[src/pkg/acdrpg_pkg.sv]
// Shared constants and types for the auxiliary clock divider and frame reference pulse generator.
package acdrpg_pkg;

   // Avalon-MM slave geometry.
   localparam int ADDR_W = 6;
   localparam int DATA_W = 32;

   // Register byte offsets.
   localparam logic [5:0] OFF_CTRL = 6'h00;
   localparam logic [5:0] OFF_AUXDIV = 6'h04;
   localparam logic [5:0] OFF_REFDIV = 6'h08;
   localparam logic [5:0] OFF_BURST = 6'h0C;
   localparam logic [5:0] OFF_DELAY = 6'h10;
   localparam logic [5:0] OFF_STATUS = 6'h14;

   // Field widths.
   localparam int MODE_W = 2;
   localparam int PRE_W = 2;
   localparam int POST_W = 10;
   localparam int REF_W = 14;
   localparam int CNT_W = 4;
   localparam int DLY_W = 4;
   localparam int DLY_DEPTH = 16;

   // Field positions.
   localparam int CTRL_MODE_LSB = 0;
   localparam int CTRL_FORCE_BIT = 2;
   localparam int CTRL_BYP_BIT = 3;
   localparam int CTRL_SYNC_BIT = 4;
   localparam int AUX_PRE_LSB = 0;
   localparam int AUX_POST_LSB = 16;
   localparam int REF_DIV_LSB = 0;
   localparam int BURST_CNT_LSB = 0;
   localparam int DLY_MAIN_LSB = 0;
   localparam int DLY_AUX_LSB = 8;
   localparam int ST_REQ_BIT = 0;
   localparam int ST_BUSY_BIT = 1;
   localparam int ST_GEN_BIT = 2;
   localparam int ST_AUXCLK_BIT = 3;

   // Reset values.
   localparam logic [1:0] MODE_DEF = 2'h0;
   localparam logic [1:0] PRE_DEF = 2'h2;
   localparam logic [9:0] POST_DEF = 10'h020;
   localparam logic [13:0] REF_DEF = 14'h0040;
   localparam logic [3:0] CNT_DEF = 4'h0;
   localparam logic [3:0] DLY_DEF = 4'h0;

   // Prescaler codes.
   localparam logic [1:0] PRE_CODE_1 = 2'h0;
   localparam logic [1:0] PRE_CODE_2 = 2'h1;
   localparam logic [2:0] PRE_RATIO_1 = 3'h1;
   localparam logic [2:0] PRE_RATIO_2 = 3'h2;
   localparam logic [2:0] PRE_RATIO_4 = 3'h4;

   typedef enum logic [1:0] {MODE_GEN, MODE_BURST, MODE_REPEAT, MODE_RSVD} acdrpg_mode_type;
   typedef enum logic [1:0] {BR_IDLE, BR_WAIT, BR_RUN} acdrpg_burst_type;

   // Codes other than 0 and 1 select divide by 4.
   function automatic logic [2:0] pre_ratio(input logic [1:0] code);
      case (code)
         PRE_CODE_1: pre_ratio = PRE_RATIO_1;
         PRE_CODE_2: pre_ratio = PRE_RATIO_2;
         default: pre_ratio = PRE_RATIO_4;
      endcase
   endfunction

endpackage

[src/logic/acdrpg_div.sv]
// Programmable counter divider with period tick and duty-cycle level output.
`timescale 1ns/1ps
`default_nettype none
module acdrpg_div #(
   parameter int W = 10
) (
   // Clock and reset.
   input wire logic i_mclk,
   input wire logic i_rst,
   // Control.
   input wire logic i_en,
   input wire logic i_clr,
   input wire logic [W-1:0] i_ratio,
   // Outputs.
   output logic o_tick,
   output logic o_level
);

   if (W < 2) begin : g_chk
      $error("acdrpg_div needs W of at least 2");
   end

   logic [W-1:0] cnt;
   logic [W-1:0] next_cnt;
   logic next_level;
   logic [W-1:0] ratio;
   logic [W-1:0] last;
   logic [W-1:0] high_len;

   // A ratio of zero is served as one; odd ratios keep the longer half high.
   always_comb begin
      ratio = (i_ratio == '0) ? W'(1) : i_ratio;
      last = ratio - W'(1);
      high_len = ratio - (ratio >> 1);
      o_tick = i_en && !i_clr && (cnt >= last);
      next_cnt = cnt;
      if (i_clr) begin
         next_cnt = '0;
      end else if (i_en) begin
         next_cnt = (cnt >= last) ? '0 : cnt + W'(1);
      end
      next_level = (next_cnt < high_len);
   end

   always_ff @(posedge i_mclk or posedge i_rst) begin
      if (i_rst) begin
         cnt <= '0;
         o_level <= 1'b0;
      end else begin
         cnt <= next_cnt;
         o_level <= next_level;
      end
   end
endmodule // acdrpg_div
`default_nettype wire

[src/logic/acdrpg_top.sv]
// Auxiliary clock divider chain and frame reference generator, pulser and repeater with Avalon-MM registers.
`timescale 1ns/1ps
`default_nettype none

////////////////////////////////////////////////////////////////////////////////

// Behaviour
// Software keeps prescaler output at most 3.2 GHz.
// Odd post ratios give non-50 percent duty.
// Sync event realigns prescaler and post-divider.
// Reset: prescaler divides 4, post-divider 32.
// Mode 0 emits continuous periodic reference pulses.
// Gating in mode 0 never stops dividers.
// Mode 0 outputs only while request high.
// Mode 1 emits burst of 1..16 pulses.
// Burst starts on pin or force rise.
// Mode 2 resamples request pins as output.
// Repeater output passes the selected delay path.
// Reference retimed to its companion output clock.
// One generator feeds main and auxiliary outputs.
// Clock to reference offset is software adjustable.
// Pins held low before using force bit.
// Software picks valid level and common mode.
// Request pins synchronised before edge detection.
module acdrpg_top
   import acdrpg_pkg::*;
(
   // Clock and reset.
   input wire logic i_mclk,
   input wire logic i_rst,
   // Avalon-MM slave.
   input wire logic [acdrpg_pkg::ADDR_W-1:0] i_avs_address,
   input wire logic i_avs_read,
   input wire logic i_avs_write,
   input wire logic [acdrpg_pkg::DATA_W-1:0] i_avs_writedata,
   output logic [acdrpg_pkg::DATA_W-1:0] o_avs_readdata,
   output logic o_avs_waitrequest,
   // Request pins and external synchronization event.
   input wire logic i_frame_ref_request_pins,
   input wire logic i_sync_event,
   // Clock and reference outputs.
   output logic o_aux_fabric_clock,
   output logic o_main_frame_ref,
   output logic o_aux_frame_ref
);
   import acdrpg_pkg::*;

   ////////////////////////////////////////////////////////////////////////////////
   // Register file.

   logic ack;
   logic next_ack;
   logic [DATA_W-1:0] next_rdata;
   logic [MODE_W-1:0] frame_ref_mode_select;
   logic [MODE_W-1:0] next_mode;
   logic frame_ref_request_force;
   logic next_force;
   logic frame_ref_delay_bypass;
   logic next_byp;
   logic sw_sync;
   logic next_sw_sync;
   logic [PRE_W-1:0] aux_prescaler;
   logic [PRE_W-1:0] next_pre;
   logic [POST_W-1:0] aux_post_divider;
   logic [POST_W-1:0] next_post;
   logic [REF_W-1:0] ref_divider;
   logic [REF_W-1:0] next_refdiv;
   logic [CNT_W-1:0] burst_pulse_count;
   logic [CNT_W-1:0] next_cnt;
   logic [DLY_W-1:0] dly_main;
   logic [DLY_W-1:0] next_dly_main;
   logic [DLY_W-1:0] dly_aux;
   logic [DLY_W-1:0] next_dly_aux;
   logic wr_take;
   logic burst_busy;
   logic req_s2;
   logic gen_level;

   // The request is answered one cycle late so read data come from a flip-flop.
   assign o_avs_waitrequest = (i_avs_read || i_avs_write) && !ack;
   assign wr_take = i_avs_write && ack;

   always_comb begin
      next_ack = (i_avs_read || i_avs_write) && !ack;
      next_rdata = o_avs_readdata;
      next_mode = frame_ref_mode_select;
      next_force = frame_ref_request_force;
      next_byp = frame_ref_delay_bypass;
      next_sw_sync = 1'b0;
      next_pre = aux_prescaler;
      next_post = aux_post_divider;
      next_refdiv = ref_divider;
      next_cnt = burst_pulse_count;
      next_dly_main = dly_main;
      next_dly_aux = dly_aux;
      if (i_avs_read && !ack) begin
         next_rdata = '0;
         case (i_avs_address)
            OFF_CTRL: begin
               next_rdata[CTRL_MODE_LSB +: MODE_W] = frame_ref_mode_select;
               next_rdata[CTRL_FORCE_BIT] = frame_ref_request_force;
               next_rdata[CTRL_BYP_BIT] = frame_ref_delay_bypass;
            end
            OFF_AUXDIV: begin
               next_rdata[AUX_PRE_LSB +: PRE_W] = aux_prescaler;
               next_rdata[AUX_POST_LSB +: POST_W] = aux_post_divider;
            end
            OFF_REFDIV: next_rdata[REF_DIV_LSB +: REF_W] = ref_divider;
            OFF_BURST: next_rdata[BURST_CNT_LSB +: CNT_W] = burst_pulse_count;
            OFF_DELAY: begin
               next_rdata[DLY_MAIN_LSB +: DLY_W] = dly_main;
               next_rdata[DLY_AUX_LSB +: DLY_W] = dly_aux;
            end
            OFF_STATUS: begin
               next_rdata[ST_REQ_BIT] = req_s2;
               next_rdata[ST_BUSY_BIT] = burst_busy;
               next_rdata[ST_GEN_BIT] = gen_level;
               next_rdata[ST_AUXCLK_BIT] = o_aux_fabric_clock;
            end
            default: next_rdata = '0;
         endcase
      end
      if (wr_take) begin
         case (i_avs_address)
            OFF_CTRL: begin
               next_mode = i_avs_writedata[CTRL_MODE_LSB +: MODE_W];
               next_force = i_avs_writedata[CTRL_FORCE_BIT];
               next_byp = i_avs_writedata[CTRL_BYP_BIT];
               next_sw_sync = i_avs_writedata[CTRL_SYNC_BIT];
            end
            OFF_AUXDIV: begin
               next_pre = i_avs_writedata[AUX_PRE_LSB +: PRE_W];
               next_post = i_avs_writedata[AUX_POST_LSB +: POST_W];
            end
            OFF_REFDIV: next_refdiv = i_avs_writedata[REF_DIV_LSB +: REF_W];
            OFF_BURST: next_cnt = i_avs_writedata[BURST_CNT_LSB +: CNT_W];
            OFF_DELAY: begin
               next_dly_main = i_avs_writedata[DLY_MAIN_LSB +: DLY_W];
               next_dly_aux = i_avs_writedata[DLY_AUX_LSB +: DLY_W];
            end
            default: next_ack = 1'b0;
         endcase
      end
   end

   always_ff @(posedge i_mclk or posedge i_rst) begin
      if (i_rst) begin
         ack <= 1'b0;
         o_avs_readdata <= '0;
         frame_ref_mode_select <= MODE_DEF;
         frame_ref_request_force <= 1'b0;
         frame_ref_delay_bypass <= 1'b0;
         sw_sync <= 1'b0;
         aux_prescaler <= PRE_DEF;
         aux_post_divider <= POST_DEF;
         ref_divider <= REF_DEF;
         burst_pulse_count <= CNT_DEF;
         dly_main <= DLY_DEF;
         dly_aux <= DLY_DEF;
      end else begin
         ack <= next_ack;
         o_avs_readdata <= next_rdata;
         frame_ref_mode_select <= next_mode;
         frame_ref_request_force <= next_force;
         frame_ref_delay_bypass <= next_byp;
         sw_sync <= next_sw_sync;
         aux_prescaler <= next_pre;
         aux_post_divider <= next_post;
         ref_divider <= next_refdiv;
         burst_pulse_count <= next_cnt;
         dly_main <= next_dly_main;
         dly_aux <= next_dly_aux;
      end
   end

   ////////////////////////////////////////////////////////////////////////////////
   // Divider chain. The sync event clears every divider together.

   logic sync_evt;
   logic pre_tick;
   logic post_tick;
   logic gen_tick;

   assign sync_evt = sw_sync || i_sync_event;

   acdrpg_div #(.W(3)) u_pre (
      .i_mclk(i_mclk),
      .i_rst(i_rst),
      .i_en(1'b1),
      .i_clr(sync_evt),
      .i_ratio(pre_ratio(aux_prescaler)),
      .o_tick(pre_tick),
      .o_level()
   );

   acdrpg_div #(.W(POST_W)) u_post (
      .i_mclk(i_mclk),
      .i_rst(i_rst),
      .i_en(pre_tick),
      .i_clr(sync_evt),
      .i_ratio(aux_post_divider),
      .o_tick(post_tick),
      .o_level(o_aux_fabric_clock)
   );

   // The generator divider runs free in every mode so gating never costs alignment.
   acdrpg_div #(.W(REF_W)) u_gen (
      .i_mclk(i_mclk),
      .i_rst(i_rst),
      .i_en(1'b1),
      .i_clr(sync_evt),
      .i_ratio(ref_divider),
      .o_tick(gen_tick),
      .o_level(gen_level)
   );

   ////////////////////////////////////////////////////////////////////////////////
   // Request synchroniser and burst sequencer.

   logic req_s1;
   logic req_s3;
   logic force_q;
   logic req_rise;
   logic launch;
   acdrpg_burst_type burst_state;
   acdrpg_burst_type next_state;
   logic [CNT_W:0] remain;
   logic [CNT_W:0] next_remain;

   // Only the second and third stages are looked at, never the first.
   assign req_rise = req_s2 && !req_s3;
   assign launch = req_rise || (frame_ref_request_force && !force_q && !req_s2);
   assign burst_busy = (burst_state != BR_IDLE);

   always_comb begin
      next_state = burst_state;
      next_remain = remain;
      case (burst_state)
         BR_IDLE: begin
            if (frame_ref_mode_select == MODE_BURST && launch) begin
               next_state = BR_WAIT;
            end
         end
         BR_WAIT: begin
            if (gen_tick) begin
               next_state = BR_RUN;
               next_remain = {1'b0, burst_pulse_count} + (CNT_W + 1)'(1);
            end
         end
         BR_RUN: begin
            if (gen_tick) begin
               next_remain = remain - (CNT_W + 1)'(1);
               if (remain == (CNT_W + 1)'(1)) begin
                  next_state = BR_IDLE;
               end
            end
         end
         default: next_state = BR_IDLE;
      endcase
      if (frame_ref_mode_select != MODE_BURST || sync_evt) begin
         next_state = BR_IDLE;
      end
   end

   always_ff @(posedge i_mclk or posedge i_rst) begin
      if (i_rst) begin
         req_s1 <= 1'b0;
         req_s2 <= 1'b0;
         req_s3 <= 1'b0;
         force_q <= 1'b0;
         burst_state <= BR_IDLE;
         remain <= '0;
      end else begin
         req_s1 <= i_frame_ref_request_pins;
         req_s2 <= req_s1;
         req_s3 <= req_s2;
         force_q <= frame_ref_request_force;
         burst_state <= next_state;
         remain <= next_remain;
      end
   end

   ////////////////////////////////////////////////////////////////////////////////
   // Mode mux, delay path and retiming to each output clock.

   logic raw;
   logic next_raw;
   logic [DLY_DEPTH-1:0] dly_line;
   logic [DLY_DEPTH-1:0] next_line;
   logic next_main;
   logic next_aux;

   always_comb begin
      case (frame_ref_mode_select)
         MODE_GEN: next_raw = gen_level && (req_s2 || frame_ref_request_force);
         MODE_BURST: next_raw = gen_level && (burst_state == BR_RUN);
         MODE_REPEAT: next_raw = req_s2;
         default: next_raw = 1'b0;
      endcase
      next_line = {dly_line[DLY_DEPTH-2:0], raw};
      // Both outputs draw on the same generated stream.
      next_main = frame_ref_delay_bypass ? raw : dly_line[dly_main];
      next_aux = o_aux_frame_ref;
      if (post_tick) begin
         next_aux = frame_ref_delay_bypass ? raw : dly_line[dly_aux];
      end
   end

   always_ff @(posedge i_mclk or posedge i_rst) begin
      if (i_rst) begin
         raw <= 1'b0;
         dly_line <= '0;
         o_main_frame_ref <= 1'b0;
         o_aux_frame_ref <= 1'b0;
      end else begin
         raw <= next_raw;
         dly_line <= next_line;
         o_main_frame_ref <= next_main;
         o_aux_frame_ref <= next_aux;
      end
   end
endmodule // acdrpg_top
`default_nettype wire

[config.mk]
export PLATFORM = sky130hd
export DESIGN_NAME = acdrpg_top
export DESIGN_NICKNAME = d
export VERILOG_FILES = /design/src/pkg/acdrpg_pkg.sv /design/src/logic/acdrpg_div.sv /design/src/logic/acdrpg_top.sv
export SDC_FILE = /design/constraint.sdc
export NUM_CORES = 1
export LEC_CHECK = 0
export BUFFER_PORTS_ARGS = -buffer_cell sky130_fd_sc_hd__buf_2
export CORE_ASPECT_RATIO = 0.75
export CORE_UTILIZATION = 50
export DETAILED_ROUTE_END_ITERATION = 8
export PLACE_DENSITY = 0.69
export SLEW_MARGIN = 10
export SYNTH_ARGS = -nofsm -noshare
export SYNTH_HDL_FRONTEND = slang
export SYNTH_HIERARCHICAL = 1
export SYNTH_SLANG_ARGS = --single-unit
export TNS_END_PERCENT = 100
[constraint.sdc]
create_clock -name i_mclk -period 14.5 [get_ports i_mclk]
set_input_delay 2.175 -clock i_mclk [delete_from_list [all_inputs] [get_ports i_mclk]]
set_output_delay 2.175 -clock i_mclk [all_outputs]
set_load 0.03 [all_outputs]
==> impl_results.md <==
- Uppermost layer routed: met4
- Post-CTS setup buffers: 0
- Initial detailed-routing violation count: 493
- Unrepaired setup endpoints after global routing: false
- HP Class: flip-flop to flip-flop
- Vias in the first global route: 6491
- Power Density: about 120 nW/um^2
- First-pass GRT wire length: 34100 um
- Critical Path RT: 14.84 ns
- Final core utilization: 0.586
- WP data arrival: 6.89 ns
- Ports: 80
- Number of vias per cell: 5.57
- GP Congestion: 0.851
- CORE AREA: 17200 sq um
- Worst vdd ir: 0.0845 mV
- DPL Wire Length: roughly 16000 um
- Hold_buf cts: 0
- Synth warn: 6
- Run status: completed
- Worst-skew pair later-pin latency: 0.42 ns
- Final Hold Vio Count: 0
- Slew Viols, Final: 0
- GRT Total Usage: 0.238
- Die ar.: ~18000 sq um
- Tmin final: 6.55 ns
- FMAX: between 0.15 and 0.2 GHz
- First-pass detailed-route iteration total: 5
- Final worst clock skew: 0.0135 ns
- Kind of critical path: flip-flop to flip-flop
- Post-DP Area: 9480 sq um
- Final WL: 20900 um
- Part of the cycle the worst path needs: 0.452
- Final Instance Area: between 10000 and 15000 sq um
- Clk slew on worst S/H paths: ~0.060 ns
- Wirelength per Cell: 16.9 um
- Hold Slack: 0.354 ns
- Die Height: approximately 120 um
- CP Capture Type: flip-flop
- Syn-to-layout area delta: 12.5%
- Filler cell count: 1494
- CTS tree: built
- DP Worst Slack: 8.12 ns
- Clock buffer depth: 2
- Row count: between 40 and 50
- Final setup vio count: 0
- Initial Util: 0.521
- Avg Inst Size Synth: between 9 and 10 sq um
- Nets: 1139
- Fin Setup TNS: 0 ns
- CTS H-tree depth: 4
- Antenna Nets Post-Route: 0
- Largest net degree at the start of global routing: 78
- Setup crit start kind: flip-flop
- DP Cell Count: about 1200
- Layout cell share with drive strength beyond 1: 0.183
- Post-route insts no fill: 1238
- Synth Instances: 919
- Metal-1 WL: 11100 um
- Post-CTS sizing: 0
- Max_slew headroom: 0.168
- Clock root cell: clkbuf_16
- Gr ovfl total: 0
- Met3 wire length: ~970 um
- Die width: between 150 and 200 um
- Lkg Pwr: 4.71 nW
- I/O Buffers: 63
- Worst slew pin tran: between 1 and 1.5 ns
- CTS buffer count: 17
- Detail Route met2 WL: 8760 um
- Mapped cell area: approximately 9000 sq um
- Power, Total: 1.26 mW
- Vias: 6900
- Max_cap viols: 0
- Crit-path max FO: 18
- TritonCTS sink count: 127
- Antenna violations before repair: 1
- Drc violations: 0
- Final worst slack: 7.95 ns
-- final cells by class --
cell class	count	area [sq um]	area share
inverter	66	250	0.0248
sequential	127	3180	0.316
antenna	1	2.50	0.000248
multi-input combinational	709	5410	0.537
tap	236	295	0.0293
clock buffer	17	425	0.0422
clock inverter	15	163	0.0161
timing repair buffer	67	345	0.0343
-- metal layers --
layer,vias to the layer above,track usage
li1,3385,-
met1,3358,0.373
met2,146,0.330
met3,11,0.0442
met4,0,0.0607
met5,-,0
-- cell usage in the layout (no fill, tap or decap), drive strengths merged, types with 17 or more instances in the layout --
cell	n
xor2	20
inv	75
nor2	82
mux2	43
nand3	42
conb	21
ha	105
nand2	92
a21oi	44
buf	67
o21ai	20
clkbuf	17
xnor2	35
dfrtp	124
-- registers in the layout, summed over array words and instances (netlist names), 3 cells and up --
register / count
dly_line: 16
dly_main: 4
ref_divider: 14
aux_post_divider: 10
dly_aux: 4
burst_pulse_count: 4
u_post/cnt: 10
u_pre/cnt: 3
remain: 5
o_avs_readdata: 24
u_gen/cnt: 14
-- report_power, final --
part           leakage, nW  switching (mW)  internal (mW)
sequential            1.67          0.0308          0.379
clock                0.279           0.190          0.231
combinational         2.76           0.246          0.182
total                 4.71           0.467          0.792
-- path summary, 6_finish.rpt --
kind                           startpoint  cells after the start  slack (ns)            end
setup / recovery           ref_divider[3]                     25        7.95  u_gen/o_level
hold / removal                     req_s1                      0        0.35         req_s2
setup reg to reg           ref_divider[3]                     25        7.95  u_gen/o_level
hold reg to reg                    req_s1                      0        0.35         req_s2
max in group asynchronous           i_rst                      3       11.50    dly_main[0]
min in group asynchronous           i_rst                      2        1.68   u_pre/cnt[1]
-- critical path, stage by stage (launching register included) --
cell and delay (ns):
dfrtp_1 0.44, inv_1 0.14, ha_1 0.26, nand4_1 0.14
or4_1 0.73, and2_1 0.32, ha_1 0.24, o211ai_1 0.28
a21boi_0 0.21, nand2b_1 0.21, nand3_1 0.11, xnor2_1 0.09
ha_1 0.30, nand3_1 0.14, nor2_1 0.14, o211ai_1 0.09
o211a_1 0.32, o21bai_1 0.75, nor2_1 0.18, ha_1 0.35
a211oi_1 0.22, o21ai_0 0.12, o211ai_1 0.12, a21oi_1 0.09
nor2_1 0.25, and3_1 0.22
Note: power is estimated with default switching activity, not from simulation.
